<file path="config.mk">
export PLATFORM = sky130hd
export DESIGN_NAME = radio_loop_and_amp_config
export DESIGN_NICKNAME = d
export VERILOG_FILES = /design/src/shared/radio_cfg_pkg.sv /design/src/shared/loop_cfg_if.sv /design/src/radio_loop_and_amp_config.sv /design/src/gain_hold_ctrl.sv /design/src/loop_table_fetch.sv
export SDC_FILE = /design/constraint.sdc
export NUM_CORES = 1
export LEC_CHECK = 0
export BUFFER_PORTS_ARGS = -buffer_cell sky130_fd_sc_hd__buf_4
export CAP_MARGIN = 10
export CORE_MARGIN = 10
export CORE_UTILIZATION = 30
export DETAILED_ROUTE_END_ITERATION = 10
export PLACE_DENSITY_LB_ADDON = 0.08
export SETUP_SLACK_MARGIN = 0.15
export SLEW_MARGIN = 20
export SYNTH_ARGS = -nofsm -noshare
export SYNTH_HDL_FRONTEND = slang
export SYNTH_HIERARCHICAL = 1
export SYNTH_SLANG_ARGS = --single-unit
</file>
<file path="constraint.sdc">
create_clock -name ref_clk -period 2.2 [get_ports ref_clk]
set_input_delay 0.11 -clock ref_clk [delete_from_list [all_inputs] [get_ports ref_clk]]
set_output_delay 0.11 -clock ref_clk [all_outputs]
set_load 0.01 [all_outputs]
</file>
<file path="src/shared/radio_cfg_pkg.sv">
package radio_cfg_pkg;

   // APB geometry: register indices are word indices, byte address is four times
   localparam int ADDR_W = 12;
   localparam logic [ADDR_W-1:0] IDX_RX_TUNE_A  = 12'h112;
   localparam logic [ADDR_W-1:0] IDX_GAIN_LOOP  = 12'h113;
   localparam logic [ADDR_W-1:0] IDX_AMP        = 12'h114;
   localparam logic [ADDR_W-1:0] IDX_AMP_FINE   = 12'h307;
   localparam logic [ADDR_W-1:0] IDX_STATUS     = 12'h120;
   localparam logic [ADDR_W-1:0] ADDR_RX_TUNE_A = 12'(IDX_RX_TUNE_A * 4);
   localparam logic [ADDR_W-1:0] ADDR_GAIN_LOOP = 12'(IDX_GAIN_LOOP * 4);
   localparam logic [ADDR_W-1:0] ADDR_AMP       = 12'(IDX_AMP * 4);
   localparam logic [ADDR_W-1:0] ADDR_AMP_FINE  = 12'(IDX_AMP_FINE * 4);
   localparam logic [ADDR_W-1:0] ADDR_STATUS    = 12'(IDX_STATUS * 4);

   // Field positions
   localparam int GAIN_POL_HI = 7;
   localparam int GAIN_POL_LO = 6;
   localparam int LOOP_SRC_HI = 5;
   localparam int LOOP_SRC_LO = 4;
   localparam int TUNE_B_HI   = 3;
   localparam int TUNE_B_LO   = 0;
   localparam int TUNE_A_HI   = 7;
   localparam int TUNE_A_LO   = 2;
   localparam int TOPO_BIT    = 7;
   localparam int STEP_HI     = 6;
   localparam int STEP_LO     = 3;
   localparam int FINE_W      = 6;
   localparam int ST_QUAL_BIT = 0;
   localparam int ST_LOCK_BIT = 1;
   localparam int ST_BUSY_BIT = 2;

   // Coarse to fine power mapping: fine = 4 * step + 3
   localparam logic [FINE_W-1:0] FINE_MUL = 6'h04;
   localparam logic [FINE_W-1:0] FINE_OFS = 6'h03;

   // Reset values
   localparam logic [7:0]        RST_BYTE = 8'h00;
   localparam logic [FINE_W-1:0] RST_FINE = 6'h03;

   // Loop table geometry
   localparam logic [3:0] TBL_LEN      = 4'h9;
   localparam logic [3:0] CUST_LEN     = 4'h2;
   localparam logic [7:0] PKT_TBL_BASE = 8'h10;
   localparam logic [7:0] PKT_TBL_LAST = 8'h18;

   typedef enum logic [1:0] {
      GP_FREE     = 2'b00,
      GP_MANUAL   = 2'b01,
      GP_HOLD     = 2'b10,
      GP_LOCK_DET = 2'b11
   } gain_policy_t;

   typedef enum logic [1:0] {
      GS_FREE   = 2'b00,
      GS_MANUAL = 2'b01,
      GS_HOLD   = 2'b10,
      GS_LOCKED = 2'b11
   } gain_state_t;

   typedef enum logic [1:0] {
      FS_IDLE   = 2'b00,
      FS_FETCH  = 2'b01,
      FS_CUSTOM = 2'b10
   } fetch_state_t;

endpackage

</file>
<file path="src/shared/loop_cfg_if.sv">
`timescale 1ns/1ps
interface loop_cfg_if;
   logic [1:0] src;
   logic [5:0] tune_a;
   logic [3:0] tune_b;
   logic       enter_tx;
   logic       enter_rx;
   logic       busy;

   modport owner   (output src, tune_a, tune_b, enter_tx, enter_rx, input busy);
   modport fetcher (input src, tune_a, tune_b, enter_tx, enter_rx, output busy);
endinterface

</file>
<file path="src/radio_loop_and_amp_config.sv">
`timescale 1ns/1ps
module radio_loop_and_amp_config (
   // Clock and reset
   input  wire logic                 ref_clk,
   input  wire logic                 rst_n,
   // APB slave
   input  wire logic                 psel,
   input  wire logic                 penable,
   input  wire logic                 pwrite,
   input  wire logic [11:0]          paddr,
   input  wire logic [31:0]          pwdata,
   output logic                      pready,
   output logic [31:0]               prdata,
   output logic                      pslverr,
   // Radio state and receiver events
   input  wire logic                 in_tx_state,
   input  wire logic                 in_rx_state,
   input  wire logic                 preamble_det,
   input  wire logic                 sync_det,
   // Gain control
   output radio_cfg_pkg::gain_state_t gain_state,
   // Amplifier control
   output logic                      amp_output_topology,
   output logic [5:0]                amp_power_fine,
   // Table ROM read port
   output logic                      rom_rd_en,
   output logic [4:0]                rom_addr,
   input  wire logic [7:0]           rom_data,
   // Packet memory read port
   output logic                      pkt_rd_en,
   output logic [7:0]                pkt_addr,
   input  wire logic [7:0]           pkt_data,
   // Synthesizer table load
   output logic                      lut_valid,
   output logic                      lut_is_tx,
   output logic [3:0]                lut_index,
   output logic [7:0]                lut_data
);

   logic [7:0]  gain_loop_q;
   logic [7:0]  amp_q;
   logic [5:0]  tune_a_q;
   logic [5:0]  fine_q;
   logic        qual_q;
   logic        pready_q;
   logic [31:0] prdata_q;
   logic        pslverr_q;
   logic        in_tx_q;
   logic        in_rx_q;
   logic        access;
   logic        done;
   logic        wr_done;
   logic        hit;
   logic [7:0]  rd_byte;
   logic [3:0]  step_wr;
   loop_cfg_if  loop_cfg ();

   // Bus handshake terms; one wait state lets read data leave a flop
   assign access  = psel && penable;
   assign done    = access && pready_q;
   assign wr_done = done && pwrite;
   assign step_wr = pwdata[radio_cfg_pkg::STEP_HI:radio_cfg_pkg::STEP_LO];

   // Address decode and read mux
   always_comb begin
      hit     = 1'b1;
      rd_byte = 8'h00;
      unique case (paddr)
         radio_cfg_pkg::ADDR_RX_TUNE_A: rd_byte = {tune_a_q, 2'b00};
         radio_cfg_pkg::ADDR_GAIN_LOOP: rd_byte = gain_loop_q;
         radio_cfg_pkg::ADDR_AMP:       rd_byte = amp_q;
         radio_cfg_pkg::ADDR_AMP_FINE:  rd_byte = {2'b00, fine_q};
         radio_cfg_pkg::ADDR_STATUS: begin
            rd_byte[radio_cfg_pkg::ST_QUAL_BIT] = qual_q;
            rd_byte[radio_cfg_pkg::ST_LOCK_BIT] = (gain_state == radio_cfg_pkg::GS_LOCKED);
            rd_byte[radio_cfg_pkg::ST_BUSY_BIT] = loop_cfg.busy;
         end
         default: hit = 1'b0;
      endcase
   end

   // APB answer: ready rises in the second access cycle, then drops
   always_ff @(posedge ref_clk or negedge rst_n) begin
      if (!rst_n) begin
         pready_q  <= 1'b0;
         prdata_q  <= 32'h0000_0000;
         pslverr_q <= 1'b0;
      end else if (access && !pready_q) begin
         pready_q  <= 1'b1;
         prdata_q  <= pwrite ? 32'h0000_0000 : {24'h00_0000, rd_byte};
         pslverr_q <= !hit;
      end else begin
         pready_q  <= 1'b0;
         prdata_q  <= 32'h0000_0000;
         pslverr_q <= 1'b0;
      end
   end

   assign pready  = pready_q;
   assign prdata  = prdata_q;
   assign pslverr = pslverr_q;

   // Gain and loop table configuration; reads have no side effects
   always_ff @(posedge ref_clk or negedge rst_n) begin
      if (!rst_n) begin
         gain_loop_q <= radio_cfg_pkg::RST_BYTE;
      end else if (wr_done && paddr == radio_cfg_pkg::ADDR_GAIN_LOOP) begin
         gain_loop_q <= pwdata[7:0];
      end
   end

   // Receive tuning field A; low bits belong to another block
   always_ff @(posedge ref_clk or negedge rst_n) begin
      if (!rst_n) begin
         tune_a_q <= radio_cfg_pkg::RST_BYTE[5:0];
      end else if (wr_done && paddr == radio_cfg_pkg::ADDR_RX_TUNE_A) begin
         tune_a_q <= pwdata[radio_cfg_pkg::TUNE_A_HI:radio_cfg_pkg::TUNE_A_LO];
      end
   end

   // Amplifier topology and coarse step, stored whole for read back
   always_ff @(posedge ref_clk or negedge rst_n) begin
      if (!rst_n) begin
         amp_q <= radio_cfg_pkg::RST_BYTE;
      end else if (wr_done && paddr == radio_cfg_pkg::ADDR_AMP) begin
         amp_q <= pwdata[7:0];
      end
   end

   // Fine power: a coarse write overrides it, a direct write sets any code
   always_ff @(posedge ref_clk or negedge rst_n) begin
      if (!rst_n) begin
         fine_q <= radio_cfg_pkg::RST_FINE;
      end else if (wr_done && paddr == radio_cfg_pkg::ADDR_AMP) begin
         fine_q <= 6'({2'b00, step_wr} * radio_cfg_pkg::FINE_MUL
                      + radio_cfg_pkg::FINE_OFS);
      end else if (wr_done && paddr == radio_cfg_pkg::ADDR_AMP_FINE) begin
         fine_q <= pwdata[radio_cfg_pkg::FINE_W-1:0];
      end
   end

   // Preamble qualifier, kept with the status bits
   always_ff @(posedge ref_clk or negedge rst_n) begin
      if (!rst_n) begin
         qual_q <= 1'b0;
      end else if (wr_done && paddr == radio_cfg_pkg::ADDR_STATUS) begin
         qual_q <= pwdata[radio_cfg_pkg::ST_QUAL_BIT];
      end
   end

   // Amplifier outputs straight from their flops
   assign amp_output_topology = amp_q[radio_cfg_pkg::TOPO_BIT];
   assign amp_power_fine      = fine_q;

   // Radio state history for entry detection; state comes from the same clock
   always_ff @(posedge ref_clk or negedge rst_n) begin
      if (!rst_n) begin
         in_tx_q <= 1'b0;
         in_rx_q <= 1'b0;
      end else begin
         in_tx_q <= in_tx_state;
         in_rx_q <= in_rx_state;
      end
   end

   // Table selection inputs to the fetcher
   assign loop_cfg.src      = gain_loop_q[radio_cfg_pkg::LOOP_SRC_HI:radio_cfg_pkg::LOOP_SRC_LO];
   assign loop_cfg.tune_a   = tune_a_q;
   assign loop_cfg.tune_b   = gain_loop_q[radio_cfg_pkg::TUNE_B_HI:radio_cfg_pkg::TUNE_B_LO];
   assign loop_cfg.enter_tx = in_tx_state && !in_tx_q;
   assign loop_cfg.enter_rx = in_rx_state && !in_rx_q;

   gain_hold_ctrl u_gain (
      .ref_clk      (ref_clk),
      .rst_n        (rst_n),
      .policy       (gain_loop_q[radio_cfg_pkg::GAIN_POL_HI:radio_cfg_pkg::GAIN_POL_LO]),
      .qualifier    (qual_q),
      .in_rx        (in_rx_state),
      .preamble_det (preamble_det),
      .sync_det     (sync_det),
      .gain_state_q (gain_state)
   );

   loop_table_fetch u_fetch (
      .ref_clk     (ref_clk),
      .rst_n       (rst_n),
      .cfg         (loop_cfg.fetcher),
      .rom_rd_en_q (rom_rd_en),
      .rom_addr_q  (rom_addr),
      .rom_data    (rom_data),
      .pkt_rd_en_q (pkt_rd_en),
      .pkt_addr_q  (pkt_addr),
      .pkt_data    (pkt_data),
      .lut_valid_q (lut_valid),
      .lut_is_tx_q (lut_is_tx),
      .lut_index_q (lut_index),
      .lut_data_q  (lut_data)
   );

   a_fine_from_step: assert property (@(posedge ref_clk) disable iff (!rst_n)
      (wr_done && paddr == radio_cfg_pkg::ADDR_AMP)
      |=> amp_power_fine == {$past(pwdata[6:3]), 2'b11})
      else $error("fine power not four times step plus three");

   a_fine_direct: assert property (@(posedge ref_clk) disable iff (!rst_n)
      (wr_done && paddr == radio_cfg_pkg::ADDR_AMP_FINE)
      |=> amp_power_fine == $past(pwdata[5:0]))
      else $error("fine power write not applied");

   a_read_back: assert property (@(posedge ref_clk) disable iff (!rst_n)
      (wr_done && paddr == radio_cfg_pkg::ADDR_GAIN_LOOP) ##1 (!wr_done)[*2]
      ##1 (access && !pwrite && paddr == radio_cfg_pkg::ADDR_GAIN_LOOP && !pready)
      |=> prdata[7:0] == gain_loop_q)
      else $error("read back differs from written value");

   a_unmapped_err: assert property (@(posedge ref_clk) disable iff (!rst_n)
      (access && !pready && !hit) |=> (pready && pslverr && prdata == 32'h0000_0000))
      else $error("unmapped access not refused");

   a_topology_out: assert property (@(posedge ref_clk) disable iff (!rst_n)
      (wr_done && paddr == radio_cfg_pkg::ADDR_AMP)
      |=> amp_output_topology == $past(pwdata[7]))
      else $error("topology bit not applied");

   // Bus answer timing; exactly one wait state, ready never lingers
   a_ready_wait: assert property (@(posedge ref_clk) disable iff (!rst_n)
      (access && !pready)
      |=> pready)
      else $error("ready missing after one wait state");

   a_ready_single: assert property (@(posedge ref_clk) disable iff (!rst_n)
      pready
      |=> !pready)
      else $error("ready held too long");

   a_write_zero_data: assert property (@(posedge ref_clk) disable iff (!rst_n)
      (access && !pready && pwrite)
      |=> prdata == 32'h0000_0000)
      else $error("write answered with data");

   a_read_no_side: assert property (@(posedge ref_clk) disable iff (!rst_n)
      (done && !pwrite)
      |=> ($stable(gain_loop_q) && $stable(amp_q)
           && $stable(fine_q) && $stable(tune_a_q)))
      else $error("read changed a register");

   a_unmapped_no_write: assert property (@(posedge ref_clk) disable iff (!rst_n)
      (wr_done && !hit)
      |=> ($stable(gain_loop_q) && $stable(amp_q)
           && $stable(fine_q) && $stable(tune_a_q)))
      else $error("unmapped write changed a register");

   a_gain_loop_write: assert property (@(posedge ref_clk) disable iff (!rst_n)
      (wr_done && paddr == radio_cfg_pkg::ADDR_GAIN_LOOP)
      |=> gain_loop_q == $past(pwdata[7:0]))
      else $error("gain and loop byte not stored");

   a_amp_write: assert property (@(posedge ref_clk) disable iff (!rst_n)
      (wr_done && paddr == radio_cfg_pkg::ADDR_AMP)
      |=> amp_q == $past(pwdata[7:0]))
      else $error("amplifier byte not stored");

   a_tune_a_write: assert property (@(posedge ref_clk) disable iff (!rst_n)
      (wr_done && paddr == radio_cfg_pkg::ADDR_RX_TUNE_A)
      |=> tune_a_q == $past(pwdata[7:2]))
      else $error("tuning field not stored");

   a_qualifier_write: assert property (@(posedge ref_clk) disable iff (!rst_n)
      (wr_done && paddr == radio_cfg_pkg::ADDR_STATUS)
      |=> qual_q == $past(pwdata[0]))
      else $error("qualifier not stored");

   a_status_lock: assert property (@(posedge ref_clk) disable iff (!rst_n)
      (access && !pready && !pwrite && paddr == radio_cfg_pkg::ADDR_STATUS)
      |=> prdata[1]
          == ($past(gain_state) == radio_cfg_pkg::GS_LOCKED))
      else $error("lock status bit wrong");

   a_lock_holds: assert property (@(posedge ref_clk) disable iff (!rst_n)
      (gain_loop_q[7:6] == 2'b11 && in_rx_state
       && gain_state == radio_cfg_pkg::GS_LOCKED)
      |=> gain_state == radio_cfg_pkg::GS_LOCKED)
      else $error("gain lock lost in receive");

   a_free_outside_rx: assert property (@(posedge ref_clk) disable iff (!rst_n)
      (gain_loop_q[7:6] == 2'b11 && !in_rx_state)
      |=> gain_state == radio_cfg_pkg::GS_FREE)
      else $error("gain not free outside receive");

endmodule

</file>
<file path="src/gain_hold_ctrl.sv">
`timescale 1ns/1ps
module gain_hold_ctrl (
   // Clock and reset
   input  wire logic                       ref_clk,
   input  wire logic                       rst_n,
   // Configuration
   input  wire logic [1:0]                 policy,
   input  wire logic                       qualifier,
   // Receiver events
   input  wire logic                       in_rx,
   input  wire logic                       preamble_det,
   input  wire logic                       sync_det,
   // Gain control state
   output radio_cfg_pkg::gain_state_t      gain_state_q
);

   radio_cfg_pkg::gain_state_t gain_state_d;

   // Policy decode; the lock mode holds once armed until receive ends
   always_comb begin
      gain_state_d = radio_cfg_pkg::GS_FREE;
      unique case (radio_cfg_pkg::gain_policy_t'(policy))
         radio_cfg_pkg::GP_FREE:   gain_state_d = radio_cfg_pkg::GS_FREE;
         radio_cfg_pkg::GP_MANUAL: gain_state_d = radio_cfg_pkg::GS_MANUAL;
         radio_cfg_pkg::GP_HOLD:   gain_state_d = radio_cfg_pkg::GS_HOLD;
         radio_cfg_pkg::GP_LOCK_DET: begin
            if (!in_rx) begin
               gain_state_d = radio_cfg_pkg::GS_FREE;
            end else if (gain_state_q == radio_cfg_pkg::GS_LOCKED) begin
               gain_state_d = radio_cfg_pkg::GS_LOCKED;
            end else if (preamble_det || (sync_det && !qualifier)) begin
               gain_state_d = radio_cfg_pkg::GS_LOCKED;
            end
         end
      endcase
   end

   // Gain state register
   always_ff @(posedge ref_clk or negedge rst_n) begin
      if (!rst_n) begin
         gain_state_q <= radio_cfg_pkg::GS_FREE;
      end else begin
         gain_state_q <= gain_state_d;
      end
   end

   a_lock_on_preamble: assert property (@(posedge ref_clk) disable iff (!rst_n)
      (policy == 2'b11 && in_rx && preamble_det) |=> gain_state_q == radio_cfg_pkg::GS_LOCKED)
      else $error("gain not locked after preamble");

   a_sync_qualified: assert property (@(posedge ref_clk) disable iff (!rst_n)
      (policy == 2'b11 && in_rx && sync_det && qualifier && !preamble_det
       && gain_state_q != radio_cfg_pkg::GS_LOCKED) |=> gain_state_q == radio_cfg_pkg::GS_FREE)
      else $error("gain locked on sync while qualifier set");

   a_fixed_policy: assert property (@(posedge ref_clk) disable iff (!rst_n)
      (policy == 2'b10) ##1 (policy == 2'b10) |-> gain_state_q == radio_cfg_pkg::GS_HOLD)
      else $error("hold policy not reflected");

endmodule

</file>
<file path="src/loop_table_fetch.sv">
`timescale 1ns/1ps
module loop_table_fetch (
   // Clock and reset
   input  wire logic                ref_clk,
   input  wire logic                rst_n,
   // Configuration and state entries
   loop_cfg_if.fetcher              cfg,
   // Table ROM read port, data one cycle after enable
   output logic                     rom_rd_en_q,
   output logic [4:0]               rom_addr_q,
   input  wire logic [7:0]          rom_data,
   // Packet memory read port, data one cycle after enable
   output logic                     pkt_rd_en_q,
   output logic [7:0]               pkt_addr_q,
   input  wire logic [7:0]          pkt_data,
   // Synthesizer table load
   output logic                     lut_valid_q,
   output logic                     lut_is_tx_q,
   output logic [3:0]               lut_index_q,
   output logic [7:0]               lut_data_q
);

   radio_cfg_pkg::fetch_state_t state_q;
   logic [3:0] idx_q;
   logic       tx_q;
   logic       from_pkt_q;
   logic [3:0] iss_idx_q;
   logic       iss_tx_q;
   logic       pend_q;
   logic       pend_pkt_q;
   logic       pend_tx_q;
   logic [3:0] pend_idx_q;

   assign cfg.busy = (state_q != radio_cfg_pkg::FS_IDLE) || rom_rd_en_q || pkt_rd_en_q || pend_q;

   // Sequencer; a fresh state entry restarts any load still running
   always_ff @(posedge ref_clk or negedge rst_n) begin
      if (!rst_n) begin
         state_q    <= radio_cfg_pkg::FS_IDLE;
         idx_q      <= 4'h0;
         tx_q       <= 1'b0;
         from_pkt_q <= 1'b0;
      end else if (cfg.enter_tx) begin
         state_q    <= radio_cfg_pkg::FS_FETCH;
         idx_q      <= 4'h0;
         tx_q       <= 1'b1;
         from_pkt_q <= cfg.src[1];
      end else if (cfg.enter_rx) begin
         state_q    <= cfg.src[0] ? radio_cfg_pkg::FS_CUSTOM
                                  : radio_cfg_pkg::FS_FETCH;
         idx_q      <= 4'h0;
         tx_q       <= 1'b0;
         from_pkt_q <= 1'b0;
      end else begin
         unique case (state_q)
            radio_cfg_pkg::FS_IDLE: ;
            radio_cfg_pkg::FS_FETCH: begin
               idx_q <= idx_q + 4'h1;
               if (idx_q == radio_cfg_pkg::TBL_LEN - 4'h1) begin
                  state_q <= radio_cfg_pkg::FS_IDLE;
               end
            end
            radio_cfg_pkg::FS_CUSTOM: begin
               idx_q <= idx_q + 4'h1;
               if (idx_q == radio_cfg_pkg::CUST_LEN - 4'h1) begin
                  state_q <= radio_cfg_pkg::FS_IDLE;
               end
            end
            default: state_q <= radio_cfg_pkg::FS_IDLE;
         endcase
      end
   end

   // Read issue, then one cycle of memory latency before the load strobe
   always_ff @(posedge ref_clk or negedge rst_n) begin
      if (!rst_n) begin
         rom_rd_en_q <= 1'b0;
         pkt_rd_en_q <= 1'b0;
         rom_addr_q  <= 5'h00;
         pkt_addr_q  <= 8'h00;
         iss_idx_q   <= 4'h0;
         iss_tx_q    <= 1'b0;
         pend_q      <= 1'b0;
         pend_pkt_q  <= 1'b0;
         pend_tx_q   <= 1'b0;
         pend_idx_q  <= 4'h0;
      end else begin
         rom_rd_en_q <= (state_q == radio_cfg_pkg::FS_FETCH) && !from_pkt_q;
         pkt_rd_en_q <= (state_q == radio_cfg_pkg::FS_FETCH) && from_pkt_q;
         rom_addr_q  <= {tx_q, idx_q};
         pkt_addr_q  <= radio_cfg_pkg::PKT_TBL_BASE + {4'h0, idx_q};
         iss_idx_q   <= idx_q;
         iss_tx_q    <= tx_q;
         pend_q      <= rom_rd_en_q || pkt_rd_en_q;
         pend_pkt_q  <= pkt_rd_en_q;
         pend_tx_q   <= iss_tx_q;
         pend_idx_q  <= iss_idx_q;
      end
   end

   // Load strobe; the custom receive words come straight from the tuning fields
   always_ff @(posedge ref_clk or negedge rst_n) begin
      if (!rst_n) begin
         lut_valid_q <= 1'b0;
         lut_is_tx_q <= 1'b0;
         lut_index_q <= 4'h0;
         lut_data_q  <= 8'h00;
      end else if (state_q == radio_cfg_pkg::FS_CUSTOM) begin
         lut_valid_q <= 1'b1;
         lut_is_tx_q <= 1'b0;
         lut_index_q <= idx_q;
         lut_data_q  <= (idx_q == 4'h0) ? {2'b00, cfg.tune_a}
                                        : {4'h0, cfg.tune_b};
      end else begin
         lut_valid_q <= pend_q;
         lut_is_tx_q <= pend_tx_q;
         lut_index_q <= pend_idx_q;
         lut_data_q  <= pend_pkt_q ? pkt_data : rom_data;
      end
   end

   a_fetch_rom_tx: assert property (@(posedge ref_clk) disable iff (!rst_n)
      (cfg.enter_tx && !cfg.src[1]) |=> ##1 (rom_rd_en_q && rom_addr_q == 5'h10))
      else $error("tx entry did not read ROM table");

   a_fetch_rom_rx: assert property (@(posedge ref_clk) disable iff (!rst_n)
      (cfg.enter_rx && !cfg.src[0]) |=> ##1 (rom_rd_en_q && rom_addr_q == 5'h00))
      else $error("rx entry did not read ROM table");

   a_pkt_window: assert property (@(posedge ref_clk) disable iff (!rst_n)
      pkt_rd_en_q |-> (pkt_addr_q >= 8'h10 && pkt_addr_q <= 8'h18))
      else $error("packet memory read outside table window");

   a_custom_rx_word: assert property (@(posedge ref_clk) disable iff (!rst_n)
      (cfg.enter_rx && cfg.src[0]) |=> ##1 (lut_valid_q && !lut_is_tx_q && lut_index_q == 4'h0)
      ##1 (lut_valid_q && lut_index_q == 4'h1 && lut_data_q == {4'h0, cfg.tune_b}))
      else $error("custom receive table not emitted");

endmodule

</file>
== After elaboration in Yosys (flattened, before gate mapping) ==
Cells that the tools add are included.
Cells by class
  $add $sub $neg: 3
  multiply operators: 0
  divide/modulo/power cells: 0
  $lt $le $gt $ge: 0
  eq/ne operators: 16
  shifts and indexed selects: 0
  muxes and demuxes: 31
  bitwise logic cells: 0
  reductions and logical operators: 35
Operators with widths (number)
  $eq 12x11->1 const B: 4
  $mux 8: 4
  $pmux 5 s4: 1
  $mux 6: 3
  $mux 2: 8
  $mux 4: 4
  $pmux 3 s5: 1
  $logic_and 1x1->1: 14
  $eq 12x12->1 const B: 1
  $eq 2x2->1 const B: 4
  $mux 1: 8
  $ne 4x3->1 const B: 2
  $pmux 2 s4: 1
  $add 5x4->6 const A: 1
  $add 6x2->6 const B: 1
  $logic_not 1->1: 6
  $pmux 2 s3: 1
  $reduce_bool 2->1: 3
  $logic_or 1x1->1: 5
  $reduce_or 5->1: 1
  $add 4x1->4 const B: 1
  $eq 2x1->1 const B: 2
  $eq 4x1->1 const B: 1
  $eq 4x4->1 const B: 1
  other kinds (6): 7
Word-level totals
  bits in registers: 116
  latch bits: 0
  RAM bits: 0
  memory bits (read-only): 0
  output and inout bits: 72
  logic and storage cells: 114
  memories kept: 0

== Longest topological paths before layout ==
  depth after elaboration: 7
  depth in mapped cells: 6
  mapped depth without buffers: 5

== By module ==
Netlist, hierarchy kept.
Modules (own cells, without submodules)
  radio_loop_and_amp_config: instances 1, cells each 167, area an instance 2062.0 um2
  loop_table_fetch: instances 1, cells each 121, area an instance 1545.2 um2
  gain_hold_ctrl: instances 1, cells each 10, area an instance 98.8 um2

== Worst setup path before layout ==
OpenSTA, ideal clock, no wires.
  kind: register to register
  start: register pready_q (netlist: pready)
  end: register fine_q[4] (netlist: amp_power_fine[4])
  setup time: 0.125 ns
  data arrival time: 1.686 ns
  path slack: 0.389 ns
  cell stages (with the launch flop): 7
  clock period less this slack: 1.811 ns
  path through: dfrtp_1 and4_1 buf_2 nand4_1 buf_2 mux2_2 mux2_2
Between the ends
  word-level cells in the longest chain between the ends: 4
  elaborated cells between the ends (all ways): 6
Ends and longest elaborated chain
  from (decl): line radio_loop_and_amp_config.sv:45  | logic pready_q;
  from (signal assigned): line radio_loop_and_amp_config.sv:85  | pready_q <= 1'b0;
  from (signal assigned): line radio_loop_and_amp_config.sv:89  | pready_q <= 1'b1;
  from (signal assigned): line radio_loop_and_amp_config.sv:93  | pready_q <= 1'b0;
  $logic_and 1x1->1 *: line radio_loop_and_amp_config.sv:60  | assign done = access && pready_q;
  $logic_and 1x1->1 *: line radio_loop_and_amp_config.sv:61  | assign wr_done = done && pwrite;
  $logic_and 1x1->1 (on tied branches): line radio_loop_and_amp_config.sv:134, radio_loop_and_amp_config.sv:137
  $mux 6 / $reduce_bool 2->1 (equally long branches)
  to (signal assigned): line radio_loop_and_amp_config.sv:133  | fine_q <= radio_cfg_pkg::RST_FINE;
  to (signal assigned): line radio_loop_and_amp_config.sv:135  | fine_q <= 6'({2'b00, step_wr} * radio_cfg_pkg::FINE_MUL
  to (signal assigned): line radio_loop_and_amp_config.sv:138  | fine_q <= pwdata[radio_cfg_pkg::FINE_W-1:0];
  to (decl): line radio_loop_and_amp_config.sv:43  | logic [5:0] fine_q;
Mark *: on every way between the ends. The rest lies on a longest branch, timed or not.
A chain may end at the register's enable or synchronous reset.

== Final worst setup path ==
  start: register pready_q (netlist: pready)
  end: register fine_q[5] (netlist: amp_power_fine[5])
Same word-level chain as after synthesis.

==> key figures <==
Status
  – Status: complete, no violations

Synth
  – Syn avg cell area: 12.4 um2
  – Leading area contributor after synthesis: dfrtp_1
  – EDFF count, synth: 0
  – Cell Area, Synth: 3710 um2
  – Post-synthesis cell type count: 54
  – Share of the synthesized area in the top cell type: 0.527
  – Synth area leaders: dfrtp_1 (53%), mux2_2 (10%), buf_4 (6.5%)
  – Yosys warnings: 6
  – Primary FF master, synth: dfrtp_1
  – Seq/Total Area, Yosys: 0.541
  – Syn Inst Count: 298
  – Synth async-reset ratio: 1.00
  – Post-synthesis register bit count: 80

Drt
  – Number of routed nets with antenna violations: 0
  – Total Wirelength: 9700 um
  – Max Used Layer: met4
  – Vias per inst: 4.41
  – Drt drc: 0
  – Met3 WL post-DR: 436 um
  – Initial DRT Pass Iterations: 4
  – Met1 wire length: 4800 um
  – Wire length on met2: 4330 um
  – Detailed-route via count: 2512
  – Routed length per instance: 17.0 um
  – First DRT Iteration DRCs: 106

Hold path
  – Hold path cells: 3
  – Hold wc startpoint: pkt_data[7]
  – HP Class: in -> reg
  – Hold endpoint: u_fetch/lut_data_q[7]$_DFF_PN0_

CTS
  – TritonCTS Sinks: 80
  – CTS buffer count: 9
  – Post-CTS setup buffer count: 0
  – Clk slew on worst S/H paths: 0.06 ns
  – Resized cells post-CTS: 0
  – Clk Latency, worst-skew pair: 0.34 ns
  – H-Tree Depth: 3
  – TritonCTS clock tree: built
  – # hold bufs at CTS: 3
  – Root Buffer: clkbuf_16
  – CTS Buffer Depth: 2

Global routing
  – Via count of the first global-routing pass: 2730
  – Total Routing Usage GR: 0.112
  – Grt total ovfl: 0
  – Pin count of the biggest net entering global routing: 31
  – Global-route wire length before repair: 15500 um
  – Initial antenna violation count: 0

Floorplan
  – Die Footprint: between 15000 and 20000 um2
  – Rows: 40
  – Initial Util: 0.307
  – Core ar.: 12100 um2
  – Top Ports: 141
  – Die Height: 131 um
  – Die width: between 100 and 150 um

Placed design
  – Place WS: around 0.37 ns
  – Placement Cell Area: 4490 um2
  – # port buffers: 89
  – Placed cell count: 550
  – Post-DP HPWL: 7330 um
  – Gpl congestion: 0.721

Cells and area
  – Cell area after layout: 4840 um2
  – Fillcell total: 1182
  – Final Instance Count excl. Fillers: 569
  – Area grow syn2layout: 30.6%
  – Antenna Cells: 0
  – Share of cells above drive strength 1: 0.414
  – Nets: 471

Pwr
  – Leakage power: roughly 2.4 nW
  – Peak supply drop: 0.397 mV
  – P per Cell Area: 777 nW/um2

Setup path
  – WS Path Type: reg -> reg
  – Worst r2r path cells: 5
  – CP Launch Type: flip-flop
  – Reg2Reg Setup Slack: 0.43 ns
  – FF-to-FF Start: pready$_DFF_PN0_
  – Critical path required time: 2.42 ns
  – Critical path data arrival time: 1.99 ns
  – R2R Path End: amp_power_fine[5]$_DFFE_PN0P_
  – CP Capture Type: flip-flop
  – Crit-path max FO: 12

Timing
  – Slew @ Worst Pin: slightly above 0.7 ns
  – Fin crit share: 0.807
  – Setup tns final: 0 ns
  – Worst hold margin: 0.0228 ns
  – Final WS setup: around 0.43 ns
  – Worst rel slew slack: 0.519
  – Setup-failing EPs final: 0
  – Skew final: 0.00894 ns
  – Max frequency: 563 MHz
  – RSZ-0062 raised after global routing: no
  – Pins over their slew limit: 0
  – Final Hold Vio Count: 0
  – Minimum clock period: 1.77 ns

Flow run
  – MaxCap Viol Count: 0
==> layer usage <==
metal,up-vias,global-route usage
met1,1214,0.155
met4,0,0.0469
met3,11,0.0267
met5,-,0
li1,1212,-
met2,75,0.164
==> cells by family after synthesis <==
group	share of synthesized area
buffers and inverters	0.0908
xor gates and xnor gates	0.00709
AOI/OAI and AO/OA	0.0820
DFF	0.541
adders and majority gates	0.0203
muxes	0.137
and+or+nand+nor	0.119
other	0.00304
==> critical path, stage by stage (launching register included) <==
cell     delay [ns]
dfrtp_1        0.39
and4_1         0.36
nand4_1        0.13
buf_4          0.23
mux2_2         0.28
mux2_2         0.26
==> metrics by stage <==
stage               utilization  total power [mW]
floorplan                     -              1.96
global placement          0.372              2.17
detailed placement        0.372              2.18
CTS                       0.401              3.83
global route              0.401              3.96
finish                    0.401              3.76
==> placed cells by master (no fill, tap or decap), types with 2 or more instances in the layout <==
cell,synthesis,layout
a211oi_1,4,4
a21oi_1,11,11
a222oi_1,2,2
a22oi_1,10,10
a311oi_1,2,2
and3_1,4,4
buf_4,32,103
bufinv_16,0,2
clkbuf_1,4,2
clkbuf_16,0,9
conb_1,3,28
dfrtp_1,78,78
dfstp_2,2,2
dlygate4sd3_1,0,3
ha_1,6,6
inv_1,11,11
mux2_2,34,34
mux2i_1,11,11
nand2_1,5,5
nand3_1,2,2
nand4_1,3,3
nor2_1,8,8
nor2b_1,10,10
nor3_1,7,7
nor4bb_1,3,3
o21ai_0,2,2
o41ai_1,3,3
or2_2,2,2
or3b_1,2,2
or3b_2,2,2
xor2_1,2,2
==> how the worst max path moves through the flow <==
stage,cells after the start,startpoint,end,slack [ns]
floorplan,6,pready$_DFF_PN0_,amp_power_fine[4]$_DFFE_PN0P_,0.39
global placement,6,paddr[5],loop_cfg.tune_a[4]$_DFFE_PN0P_,0.40
detailed placement,7,paddr[5],prdata[5]$_DFF_PN0_,0.37
CTS,5,pready$_DFF_PN0_,amp_power_fine[5]$_DFFE_PN0P_,0.42
global route,5,pready$_DFF_PN0_,amp_power_fine[4]$_DFFE_PN0P_,0.35
finish,5,pready$_DFF_PN0_,amp_power_fine[5]$_DFFE_PN0P_,0.43
==> registers in the layout (all words and copies together), names as in the netlist, 2 cells and up <==
name and count:
u_fetch/pend_idx_q 4, amp_power_fine 6, u_fetch/iss_idx_q 3, u_fetch/lut_data_q 8, u_gain/gain_state_q 2, loop_cfg.tune_a 6, prdata 8, gain_loop_q 8
u_fetch/idx_q 4, u_fetch/state_q 2, u_fetch/lut_index_q 4, amp_q 8
==> power by group <==
part / total, mW / internal [mW] / switching [mW]
sequential: 1.63 / 1.57 / 0.0661
clock: 1.62 / 1.03 / 0.592
combinational: 0.506 / 0.259 / 0.247
total: 3.76 / 2.86 / 0.905
==> cell type report <==
class / count / area [um2] / share of cell area
Multi-Input combinational cell: 188 / 1460 / 0.301
Sequential cell: 80 / 2000 / 0.414
Tap cell: 168 / 210 / 0.0434
Clock inverter: 4 / 76.3 / 0.0158
Clock buffer: 12 / 246 / 0.0509
Inverter: 11 / 41.3 / 0.00853
Timing Repair Buffer: 106 / 803 / 0.166
==> cells in the mapped netlist, types with 5 or more instances <==
cell and number:
nor2b_1 10, inv_1 11, ha_1 6, nand2_1 5
nor2_1 8, nor3_1 7, a21oi_1 11, a22oi_1 10
mux2_2 34, buf_2 8, dfrtp_1 78, mux2i_1 11
buf_4 32
(Power assumes the default switching activity.)
